--- src/include/qbpp_params.svh ---
`ifndef QBPP_PARAMS_SVH
`define QBPP_PARAMS_SVH

// ============================================================
// Clock and timing
`define QBPP_CLK_MHZ 40
// Strong high driver on-time after a latch rises, in ns
`define QBPP_STRONG_HI_NS 50
// Least time, so round up to whole cycles
`define QBPP_STRONG_HI_CYC \
  ((`QBPP_STRONG_HI_NS * `QBPP_CLK_MHZ + 999) / 1000)

// ============================================================
// Widths and reset values
`define QBPP_PORT_WIDTH 8
`define QBPP_LATCH_RST 8'hFF

// ============================================================
// Bit positions on the alternate-function port
`define QBPP_AF_SER_RX 0
`define QBPP_AF_SER_TX 1
`define QBPP_AF_IRQ_A 2
`define QBPP_AF_IRQ_B 3
`define QBPP_AF_TMR_A 4
`define QBPP_AF_TMR_B 5
`define QBPP_AF_XWR 6
`define QBPP_AF_XRD 7

`endif

--- src/include/qbpp_pkg.sv ---
package qbpp_pkg;

  typedef logic [7:0] qbpp_byte_type;

  typedef enum logic [1:0] {
    QBPP_ST_WAIT,
    QBPP_ST_SYNC,
    QBPP_ST_DONE
  } qbpp_strap_state_type;

endpackage : qbpp_pkg

--- src/rtl/qbpp_top.sv ---
`timescale 1ns/10ps
`include "qbpp_params.svh"

// Summary of operation
// High-address port pins come out of reset high on weak pull-ups.
// Alternate-function port pins come out of reset high on weak pull-ups.
// A latch at one leaves the pin an input; outside drivers win.
// Writing zero turns on strong pull-down until one is written or reset.
// A zero-to-one change drives strong high briefly, then weak pull-up.
// In bus mode the high-address port carries address bits eight to fifteen.
// Alternate bit 0 is serial 0 receive input, bit 1 its transmit output.
// Alternate bits 2 and 3 feed external interrupt inputs a and b.
// Alternate bits 4 and 5 feed the timer a and b count inputs.
// Alternate bit 6 drives memory write strobe, bit 7 read strobe.
// Strap low sends program fetches external; strap high uses internal ROM.
// An owned pin follows its function; the latch value is kept.
// Port reads return synchronised pin levels, not latch contents.

module qbpp_top #(
  parameter int WIDTH = `QBPP_PORT_WIDTH,
  parameter int HOLD = `QBPP_STRONG_HI_CYC
) (
  input wire logic I_CORE_CLK,
  input wire logic I_RST_N,
  // High-address port
  input wire logic I_HI_WR_EN,
  input wire qbpp_pkg::qbpp_byte_type I_HI_WR_DATA,
  input wire logic I_HI_ADDR_EN,
  input wire qbpp_pkg::qbpp_byte_type I_HI_ADDR,
  input wire qbpp_pkg::qbpp_byte_type I_HI_PIN_IN,
  output qbpp_pkg::qbpp_byte_type O_HI_PIN_OUT,
  output qbpp_pkg::qbpp_byte_type O_HI_PIN_OE_N,
  output qbpp_pkg::qbpp_byte_type O_HI_PULLUP,
  output qbpp_pkg::qbpp_byte_type O_HI_PIN_READ,
  output qbpp_pkg::qbpp_byte_type O_HI_LATCH,
  // Alternate-function port
  input wire logic I_AF_WR_EN,
  input wire qbpp_pkg::qbpp_byte_type I_AF_WR_DATA,
  input wire qbpp_pkg::qbpp_byte_type I_AF_ALT_EN,
  input wire logic I_SERIAL0_TRANSMIT_OUT,
  input wire logic I_XMEM_WR_STROBE_N,
  input wire logic I_XMEM_RD_STROBE_N,
  input wire qbpp_pkg::qbpp_byte_type I_AF_PIN_IN,
  output qbpp_pkg::qbpp_byte_type O_AF_PIN_OUT,
  output qbpp_pkg::qbpp_byte_type O_AF_PIN_OE_N,
  output qbpp_pkg::qbpp_byte_type O_AF_PULLUP,
  output qbpp_pkg::qbpp_byte_type O_AF_PIN_READ,
  output qbpp_pkg::qbpp_byte_type O_AF_LATCH,
  output logic O_SERIAL0_RECEIVE_IN,
  output logic O_EXT_IRQ_IN_A,
  output logic O_EXT_IRQ_IN_B,
  output logic O_TIMER_A_COUNT_IN,
  output logic O_TIMER_B_COUNT_IN,
  // Fetch source strap
  input wire logic I_EXTERNAL_FETCH_STRAP,
  output logic O_FETCH_EXTERNAL,
  output logic O_FETCH_READY
);

  import qbpp_pkg::*;

  // ============================================================
  // Helpers
  // Pin feeds the function only while the function owns it;
  // otherwise the function sees an idle high
  function automatic logic qbpp_alt_in(input logic en, input logic lvl);
    qbpp_alt_in = en ? lvl : 1'b1;
  endfunction : qbpp_alt_in

  // ============================================================
  // High-address port
  qbpp_byte_type hi_alt_sel;
  qbpp_byte_type hi_latch;
  qbpp_byte_type hi_sync;
  qbpp_byte_type hi_out;
  qbpp_byte_type hi_oe_n;
  qbpp_byte_type hi_pu;

  // Address drive is push-pull, so the bus edges are not slowed by
  // the weak pull-up
  assign hi_alt_sel = {WIDTH{I_HI_ADDR_EN}};

  qbpp_port_cell #(
    .WIDTH(WIDTH),
    .HOLD(HOLD)
  ) u_hi_cell (
    .i_clk(I_CORE_CLK),
    .i_rst_n(I_RST_N),
    .i_wr_en(I_HI_WR_EN),
    .i_wr_data(I_HI_WR_DATA),
    .i_alt_sel(hi_alt_sel),
    .i_alt_val(I_HI_ADDR),
    .i_strong_sel(hi_alt_sel),
    .i_pin_in(I_HI_PIN_IN),
    .o_latch(hi_latch),
    .o_pin_sync(hi_sync),
    .o_pin_out(hi_out),
    .o_pin_oe_n(hi_oe_n),
    .o_pullup(hi_pu)
  );

  assign O_HI_PIN_OUT = hi_out;
  assign O_HI_PIN_OE_N = hi_oe_n;
  assign O_HI_PULLUP = hi_pu;
  assign O_HI_PIN_READ = hi_sync;
  assign O_HI_LATCH = hi_latch;

  // ============================================================
  // Alternate-function port
  qbpp_byte_type af_alt_val;
  qbpp_byte_type af_latch;
  qbpp_byte_type af_sync;
  qbpp_byte_type af_out;
  qbpp_byte_type af_oe_n;
  qbpp_byte_type af_pu;

  // Input functions release their pin high so the outside can drive it
  always_comb begin
    af_alt_val = 8'hFF;
    af_alt_val[`QBPP_AF_SER_TX] = I_SERIAL0_TRANSMIT_OUT;
    af_alt_val[`QBPP_AF_XWR] = I_XMEM_WR_STROBE_N;
    af_alt_val[`QBPP_AF_XRD] = I_XMEM_RD_STROBE_N;
  end

  qbpp_port_cell #(
    .WIDTH(WIDTH),
    .HOLD(HOLD)
  ) u_af_cell (
    .i_clk(I_CORE_CLK),
    .i_rst_n(I_RST_N),
    .i_wr_en(I_AF_WR_EN),
    .i_wr_data(I_AF_WR_DATA),
    .i_alt_sel(I_AF_ALT_EN),
    .i_alt_val(af_alt_val),
    .i_strong_sel(8'h00),
    .i_pin_in(I_AF_PIN_IN),
    .o_latch(af_latch),
    .o_pin_sync(af_sync),
    .o_pin_out(af_out),
    .o_pin_oe_n(af_oe_n),
    .o_pullup(af_pu)
  );

  assign O_AF_PIN_OUT = af_out;
  assign O_AF_PIN_OE_N = af_oe_n;
  assign O_AF_PULLUP = af_pu;
  assign O_AF_PIN_READ = af_sync;
  assign O_AF_LATCH = af_latch;

  // ============================================================
  // Alternate inputs to serial, interrupt and timer logic
  // One extra register stage keeps these outputs flop-driven
  always_ff @(posedge I_CORE_CLK or negedge I_RST_N) begin
    if (!I_RST_N) begin
      O_SERIAL0_RECEIVE_IN <= 1'b1;
      O_EXT_IRQ_IN_A <= 1'b1;
      O_EXT_IRQ_IN_B <= 1'b1;
      O_TIMER_A_COUNT_IN <= 1'b1;
      O_TIMER_B_COUNT_IN <= 1'b1;
    end else begin
      O_SERIAL0_RECEIVE_IN <= qbpp_alt_in(I_AF_ALT_EN[`QBPP_AF_SER_RX],
                                          af_sync[`QBPP_AF_SER_RX]);
      O_EXT_IRQ_IN_A <= qbpp_alt_in(I_AF_ALT_EN[`QBPP_AF_IRQ_A],
                                    af_sync[`QBPP_AF_IRQ_A]);
      O_EXT_IRQ_IN_B <= qbpp_alt_in(I_AF_ALT_EN[`QBPP_AF_IRQ_B],
                                    af_sync[`QBPP_AF_IRQ_B]);
      O_TIMER_A_COUNT_IN <= qbpp_alt_in(I_AF_ALT_EN[`QBPP_AF_TMR_A],
                                        af_sync[`QBPP_AF_TMR_A]);
      O_TIMER_B_COUNT_IN <= qbpp_alt_in(I_AF_ALT_EN[`QBPP_AF_TMR_B],
                                        af_sync[`QBPP_AF_TMR_B]);
    end
  end

  // ============================================================
  // Fetch source strap
  logic strap_meta_r;
  logic strap_sync_r;
  logic strap_wait_r;
  qbpp_strap_state_type strap_st_r;

  always_ff @(posedge I_CORE_CLK or negedge I_RST_N) begin
    if (!I_RST_N) begin
      strap_meta_r <= 1'b1;
      strap_sync_r <= 1'b1;
    end else begin
      strap_meta_r <= I_EXTERNAL_FETCH_STRAP;
      strap_sync_r <= strap_meta_r;
    end
  end

  // Strap is sampled once, after the synchroniser has filled; a strap
  // moved later is ignored until the next reset
  always_ff @(posedge I_CORE_CLK or negedge I_RST_N) begin
    if (!I_RST_N) begin
      strap_st_r <= QBPP_ST_WAIT;
      strap_wait_r <= 1'b0;
      O_FETCH_EXTERNAL <= 1'b0;
      O_FETCH_READY <= 1'b0;
    end else begin
      case (strap_st_r)
        QBPP_ST_WAIT: begin
          // Two edges, so the sync flop holds the strap, not its reset value
          strap_wait_r <= 1'b1;
          if (strap_wait_r) begin
            strap_st_r <= QBPP_ST_SYNC;
          end
        end
        QBPP_ST_SYNC: begin
          O_FETCH_EXTERNAL <= ~strap_sync_r;
          O_FETCH_READY <= 1'b1;
          strap_st_r <= QBPP_ST_DONE;
        end
        QBPP_ST_DONE: begin
          strap_st_r <= QBPP_ST_DONE;
        end
        default: begin
          strap_st_r <= QBPP_ST_WAIT;
        end
      endcase
    end
  end

endmodule : qbpp_top

--- src/rtl/qbpp_port_cell.sv ---
`timescale 1ns/10ps
`include "qbpp_params.svh"

module qbpp_port_cell #(
  parameter int WIDTH = `QBPP_PORT_WIDTH,
  parameter int HOLD = `QBPP_STRONG_HI_CYC
) (
  input wire logic i_clk,
  input wire logic i_rst_n,
  input wire logic i_wr_en,
  input wire logic [WIDTH-1:0] i_wr_data,
  input wire logic [WIDTH-1:0] i_alt_sel,
  input wire logic [WIDTH-1:0] i_alt_val,
  input wire logic [WIDTH-1:0] i_strong_sel,
  input wire logic [WIDTH-1:0] i_pin_in,
  output logic [WIDTH-1:0] o_latch,
  output logic [WIDTH-1:0] o_pin_sync,
  output logic [WIDTH-1:0] o_pin_out,
  output logic [WIDTH-1:0] o_pin_oe_n,
  output logic [WIDTH-1:0] o_pullup
);

  localparam int CW = $clog2(HOLD + 1);

  logic [WIDTH-1:0] latch_r;
  logic [WIDTH-1:0] eff;
  logic [WIDTH-1:0] eff_d_r;
  logic [WIDTH-1:0] rise;
  logic [WIDTH-1:0] meta_r;
  logic [WIDTH-1:0] sync_r;
  logic [WIDTH-1:0] out_nxt;
  logic [WIDTH-1:0] oe_n_nxt;
  logic [WIDTH-1:0] pu_nxt;
  logic [CW-1:0] hold_r [WIDTH];

  // ============================================================
  // Port latch
  always_ff @(posedge i_clk or negedge i_rst_n) begin
    if (!i_rst_n) begin
      latch_r <= {WIDTH{1'b1}};
    end else if (i_wr_en) begin
      latch_r <= i_wr_data;
    end
  end

  // Latch keeps its value while a function owns the pin
  assign eff = (i_alt_sel & i_alt_val) | (~i_alt_sel & latch_r);
  assign rise = eff & ~eff_d_r;

  always_ff @(posedge i_clk or negedge i_rst_n) begin
    if (!i_rst_n) begin
      eff_d_r <= {WIDTH{1'b1}};
    end else begin
      eff_d_r <= eff;
    end
  end

  // ============================================================
  // Strong high transition timer
  always_ff @(posedge i_clk or negedge i_rst_n) begin
    if (!i_rst_n) begin
      for (int b = 0; b < WIDTH; b++) begin
        hold_r[b] <= '0;
      end
    end else begin
      for (int b = 0; b < WIDTH; b++) begin
        if (rise[b]) begin
          hold_r[b] <= CW'(HOLD);
        end else if (hold_r[b] != '0) begin
          hold_r[b] <= hold_r[b] - 1'b1;
        end
      end
    end
  end

  // ============================================================
  // Pin drive
  always_comb begin
    out_nxt = '1;
    oe_n_nxt = '1;
    pu_nxt = '1;
    for (int b = 0; b < WIDTH; b++) begin
      if (i_strong_sel[b]) begin
        out_nxt[b] = eff[b];
        oe_n_nxt[b] = 1'b0;
        pu_nxt[b] = 1'b0;
      end else if (!eff[b]) begin
        out_nxt[b] = 1'b0;
        oe_n_nxt[b] = 1'b0;
        pu_nxt[b] = 1'b0;
      end else if (rise[b] || hold_r[b] > CW'(1)) begin
        oe_n_nxt[b] = 1'b0;
      end else begin
        // Weak pull-up only, so a driver outside wins
        oe_n_nxt[b] = 1'b1;
      end
    end
  end

  always_ff @(posedge i_clk or negedge i_rst_n) begin
    if (!i_rst_n) begin
      o_pin_out <= {WIDTH{1'b1}};
      o_pin_oe_n <= {WIDTH{1'b1}};
      o_pullup <= {WIDTH{1'b1}};
    end else begin
      o_pin_out <= out_nxt;
      o_pin_oe_n <= oe_n_nxt;
      o_pullup <= pu_nxt;
    end
  end

  // ============================================================
  // Pin level synchroniser
  always_ff @(posedge i_clk or negedge i_rst_n) begin
    if (!i_rst_n) begin
      meta_r <= {WIDTH{1'b1}};
      sync_r <= {WIDTH{1'b1}};
    end else begin
      meta_r <= i_pin_in;
      sync_r <= meta_r;
    end
  end

  assign o_pin_sync = sync_r;
  assign o_latch = latch_r;

endmodule : qbpp_port_cell

--- config.mk ---
export PLATFORM = sky130hd
export DESIGN_NAME = qbpp_top
export DESIGN_NICKNAME = d
export VERILOG_FILES = /design/src/include/qbpp_pkg.sv /design/src/rtl/qbpp_top.sv /design/src/rtl/qbpp_port_cell.sv
export VERILOG_INCLUDE_DIRS = /design/src /design/src/include
export SDC_FILE = /design/constraint.sdc
export NUM_CORES = 1
export LEC_CHECK = 0
export ABC_AREA = 1
export BUFFER_PORTS_ARGS = -buffer_cell sky130_fd_sc_hd__clkbuf_2
export CELL_PAD_IN_SITES_DETAIL_PLACEMENT = 2
export CELL_PAD_IN_SITES_GLOBAL_PLACEMENT = 2
export CORE_ASPECT_RATIO = 0.75
export CORE_MARGIN = 8
export CORE_UTILIZATION = 36
export CTS_BUF_LIST = sky130_fd_sc_hd__clkbuf_8
export CTS_CLUSTER_DIAMETER = 30
export CTS_CLUSTER_SIZE = 24
export DETAILED_ROUTE_END_ITERATION = 16
export MAX_ROUTING_LAYER = met4
export PLACE_DENSITY_LB_ADDON = 0.1
export SLEW_MARGIN = 15
export SYNTH_ARGS = -nofsm -noshare
export SYNTH_HDL_FRONTEND = slang
export SYNTH_SLANG_ARGS = --single-unit
--- constraint.sdc ---
create_clock -name I_CORE_CLK -period 2.6 [get_ports I_CORE_CLK]
set_input_delay 0.52 -clock I_CORE_CLK [delete_from_list [all_inputs] [get_ports I_CORE_CLK]]
set_output_delay 0.52 -clock I_CORE_CLK [all_outputs]
set_load 0.03 [all_outputs]
==> results.json <==
{
  "cp_slowest_stage_delay_ps": 580,
  "fmax_mhz": 566,
  "critPathKind": "reg -> out",
  "synth_area_leaders": "dfstp_2 46%, dfrtp_1 17%, ha_1 8.0%",
  "drive_above_1_share": 0.439,
  "yosysUniqueCellTypes": 17,
  "yosys_warnings": 0,
  "setup_violations": 0,
  "antenna_found_initial": 0,
  "worstSetupEndpointType": "primary output",
  "grt_pass1_vias": 4526,
  "fillers": 1619,
  "cts_hold_buf": 0,
  "rows": 39,
  "synth_most_common_cell": "nand2_1",
  "ant_nets": 0,
  "clk_pin_slew_ps": 80,
  "fin_cells": 886,
  "syn-instance-count": 515,
  "root_buffer": "clkbuf_8",
  "final_nets": 760,
  "avgSynthCellArea_um2": 10.6,
  "cts_max_level": 4,
  "r2r_slack_ps": 1400,
  "drtIter0Drc": 107,
  "fin_crit_ps": 1770,
  "cts_tree": "built",
  "synthToLayoutAreaGrowth_pct": 25.1,
  "synth.cell_area_um2": 5480,
  "crit-reg2reg-launch": "u_af_cell.hold_r[2]",
  "power_density_nw_per_um2": 972,
  "antennaDiodeCount": 0,
  "io_pins": 144,
  "ys_ff_latch": 132,
  "start_kind": "register",
  "cp-startpoint": "u_hi_cell.o_latch[3]",
  "drc_errors": 0,
  "design.die.area_um2": 19500,
  "grt_max_degree": 50,
  "num_vias": 3880,
  "portBuffers": 143,
  "multiInputGateArea_um2": 1590,
  "fp.dieH_um": 123,
  "synth_top_area_share": 0.455,
  "clk_latency_ps": 440,
  "ys_seq_area_frac": 0.624,
  "total_leakage_power_nw": 3.63,
  "crit_chain": "clkbuf_2",
  "routabilityCongestion": 0.732,
  "hpwlAfterDp_um": 10500,
  "fin_total_pwr_mw": 6.66,
  "worst_slew_pin_slew_ps": 525,
  "cts-resized-gates": 0,
  "async_flop_share": 1.00,
  "ys.flop_type": "dfstp_2",
  "post-place-cells": 854,
  "crit_family": "flip-flops",
  "synth_edf_count": 0,
  "worst_path_max_delay_cell": "dfstp_2",
  "cts_setup_buffers": 0,
  "hold_viol_final": 0,
  "fin_util": 0.455,
  "ys_top_cells_by_count": "112 x nand2_1, 99 x inv_1, 95 x dfstp_2",
  "synth.largest_area_cell": "dfstp_2",
  "skew_ps": 6.01,
  "regArea_um2": 3420,
  "cap_violations": 0,
  "outcome": "completed",
  "crit_buf_inv": 1,
  "rsz0062_at_grt": "false",
  "grt_use_total": 0.155,
  "start_util": 0.363,
  "worstPathMaxFanout": 3,
  "routedWlPerCell_um": 15.5,
  "cts_max_path_buffers": 2,
  "peakVddDrop_mv": 0.499,
  "holdWs_ps": 48.3,
  "grt_pass1_wl_um": 22400,
  "synth_nets": 607,
  "viasPerCell": 4.38,
  "cts.sinks": 132,
  "relSlewSlack": 0.650,
  "slew_violations": 0,
  "overflow": 0,
  "finalWirelength_um": 13700,
  "critPathRequiredTime_ps": 2080,
  "dr.pass1.iters": 4,
  "die_x_um": 158,
  "cp.arrival_ps": 1250,
  "holdCritPathClass": "in -> async",
  "core_um2": 15100,
  "tns_ps": 0,
  "fin_crit_sh": 0.680,
  "cts_buffers": 17
}
==> worst paths after layout <==
check | to | cells past startpoint
hold / removal | u_af_cell.hold_r[5] | 1
min in group I_CORE_CLK | u_hi_cell.meta_r[0] | 1
max in group asynchronous | u_hi_cell.o_pullup[4] | 2
setup / recovery | O_HI_LATCH[3] | 1
setup reg to reg | u_af_cell.hold_r[2] | 6
hold reg to reg | u_af_cell.o_pin_sync[5] | 0
==> cells in the final DEF, fill, tap and decap left out <==
cell type,n
clkbuf_2,142
bufinv_16,4
buf_12,2
clkbuf_8,19
nor2_1,40
xor2_1,5
and2_1,3
clkinv_2,4
a21oi_2,8
dfrtp_1,37
ha_1,35
inv_1,99
clkinvlp_4,3
a21oi_1,9
buf_4,1
clkinv_4,1
o21ai_0,42
nand2_4,16
nand2_1,112
inv_6,1
dfstp_2,95
or2_2,2
inv_12,1
==> logic make-up after synthesis <==
| group | synth area share |
|---|---|
| and+or+nand+nor | 0.143 |
| DFF | 0.624 |
| AOI/OAI and AO/OA | 0.0594 |
| buffers and inverters | 0.0856 |
| adders and majority gates | 0.0799 |
| xor gates and xnor gates | 0.00799 |
==> per-stage QoR <==
stage	worst slack (ps)	area (µm²)
global placement	1270	6410
CTS	784	6860
detailed placement	1240	6410
floorplan	1270	5480
global route	766	6860
finish	832	6860
==> registers in the layout (all words and copies together) (netlist names), 2 cells and up <==
register and count:
u_af_cell.eff_d_r 8, u_hi_cell.o_pullup 8, u_hi_cell.meta_r 8, strap_st_r 2, u_hi_cell.o_latch 8, u_af_cell.o_latch 8, u_af_cell.meta_r 8, u_hi_cell.o_pin_sync 8
u_af_cell.o_pin_sync 8, u_af_cell.o_pin_oe_n 8, u_hi_cell.hold_r 16, u_hi_cell.o_pin_oe_n 8, u_hi_cell.eff_d_r 8, u_af_cell.hold_r 16
==> metal layers <==
metal | up-vias | track usage | share of wire
li1 | 1839 | - | -
met1 | 1940 | 0.172 | 0.43
met2 | 92 | 0.260 | 0.51
met3 | 9 | 0.0493 | 0.057
met4 | 0 | 0.0494 | 0.0099
met5 | - | - | 0
==> report_power, final <==
group          switching [mW]  total, mW  internal, mW
clock                   0.817       1.91          1.09
sequential              0.252       2.79          2.54
combinational            1.29       1.96         0.675
==> final cells by class <==
type / instances / area share
Clock buffer: 19 / 0.0381
Inverter: 100 / 0.0566
Clock inverter: 13 / 0.0263
Sequential cell: 132 / 0.499
Multi-Input combinational cell: 272 / 0.232
Timing Repair Buffer: 145 / 0.111
Tap cell: 205 / 0.0374
(Power assumes the default switching activity.)
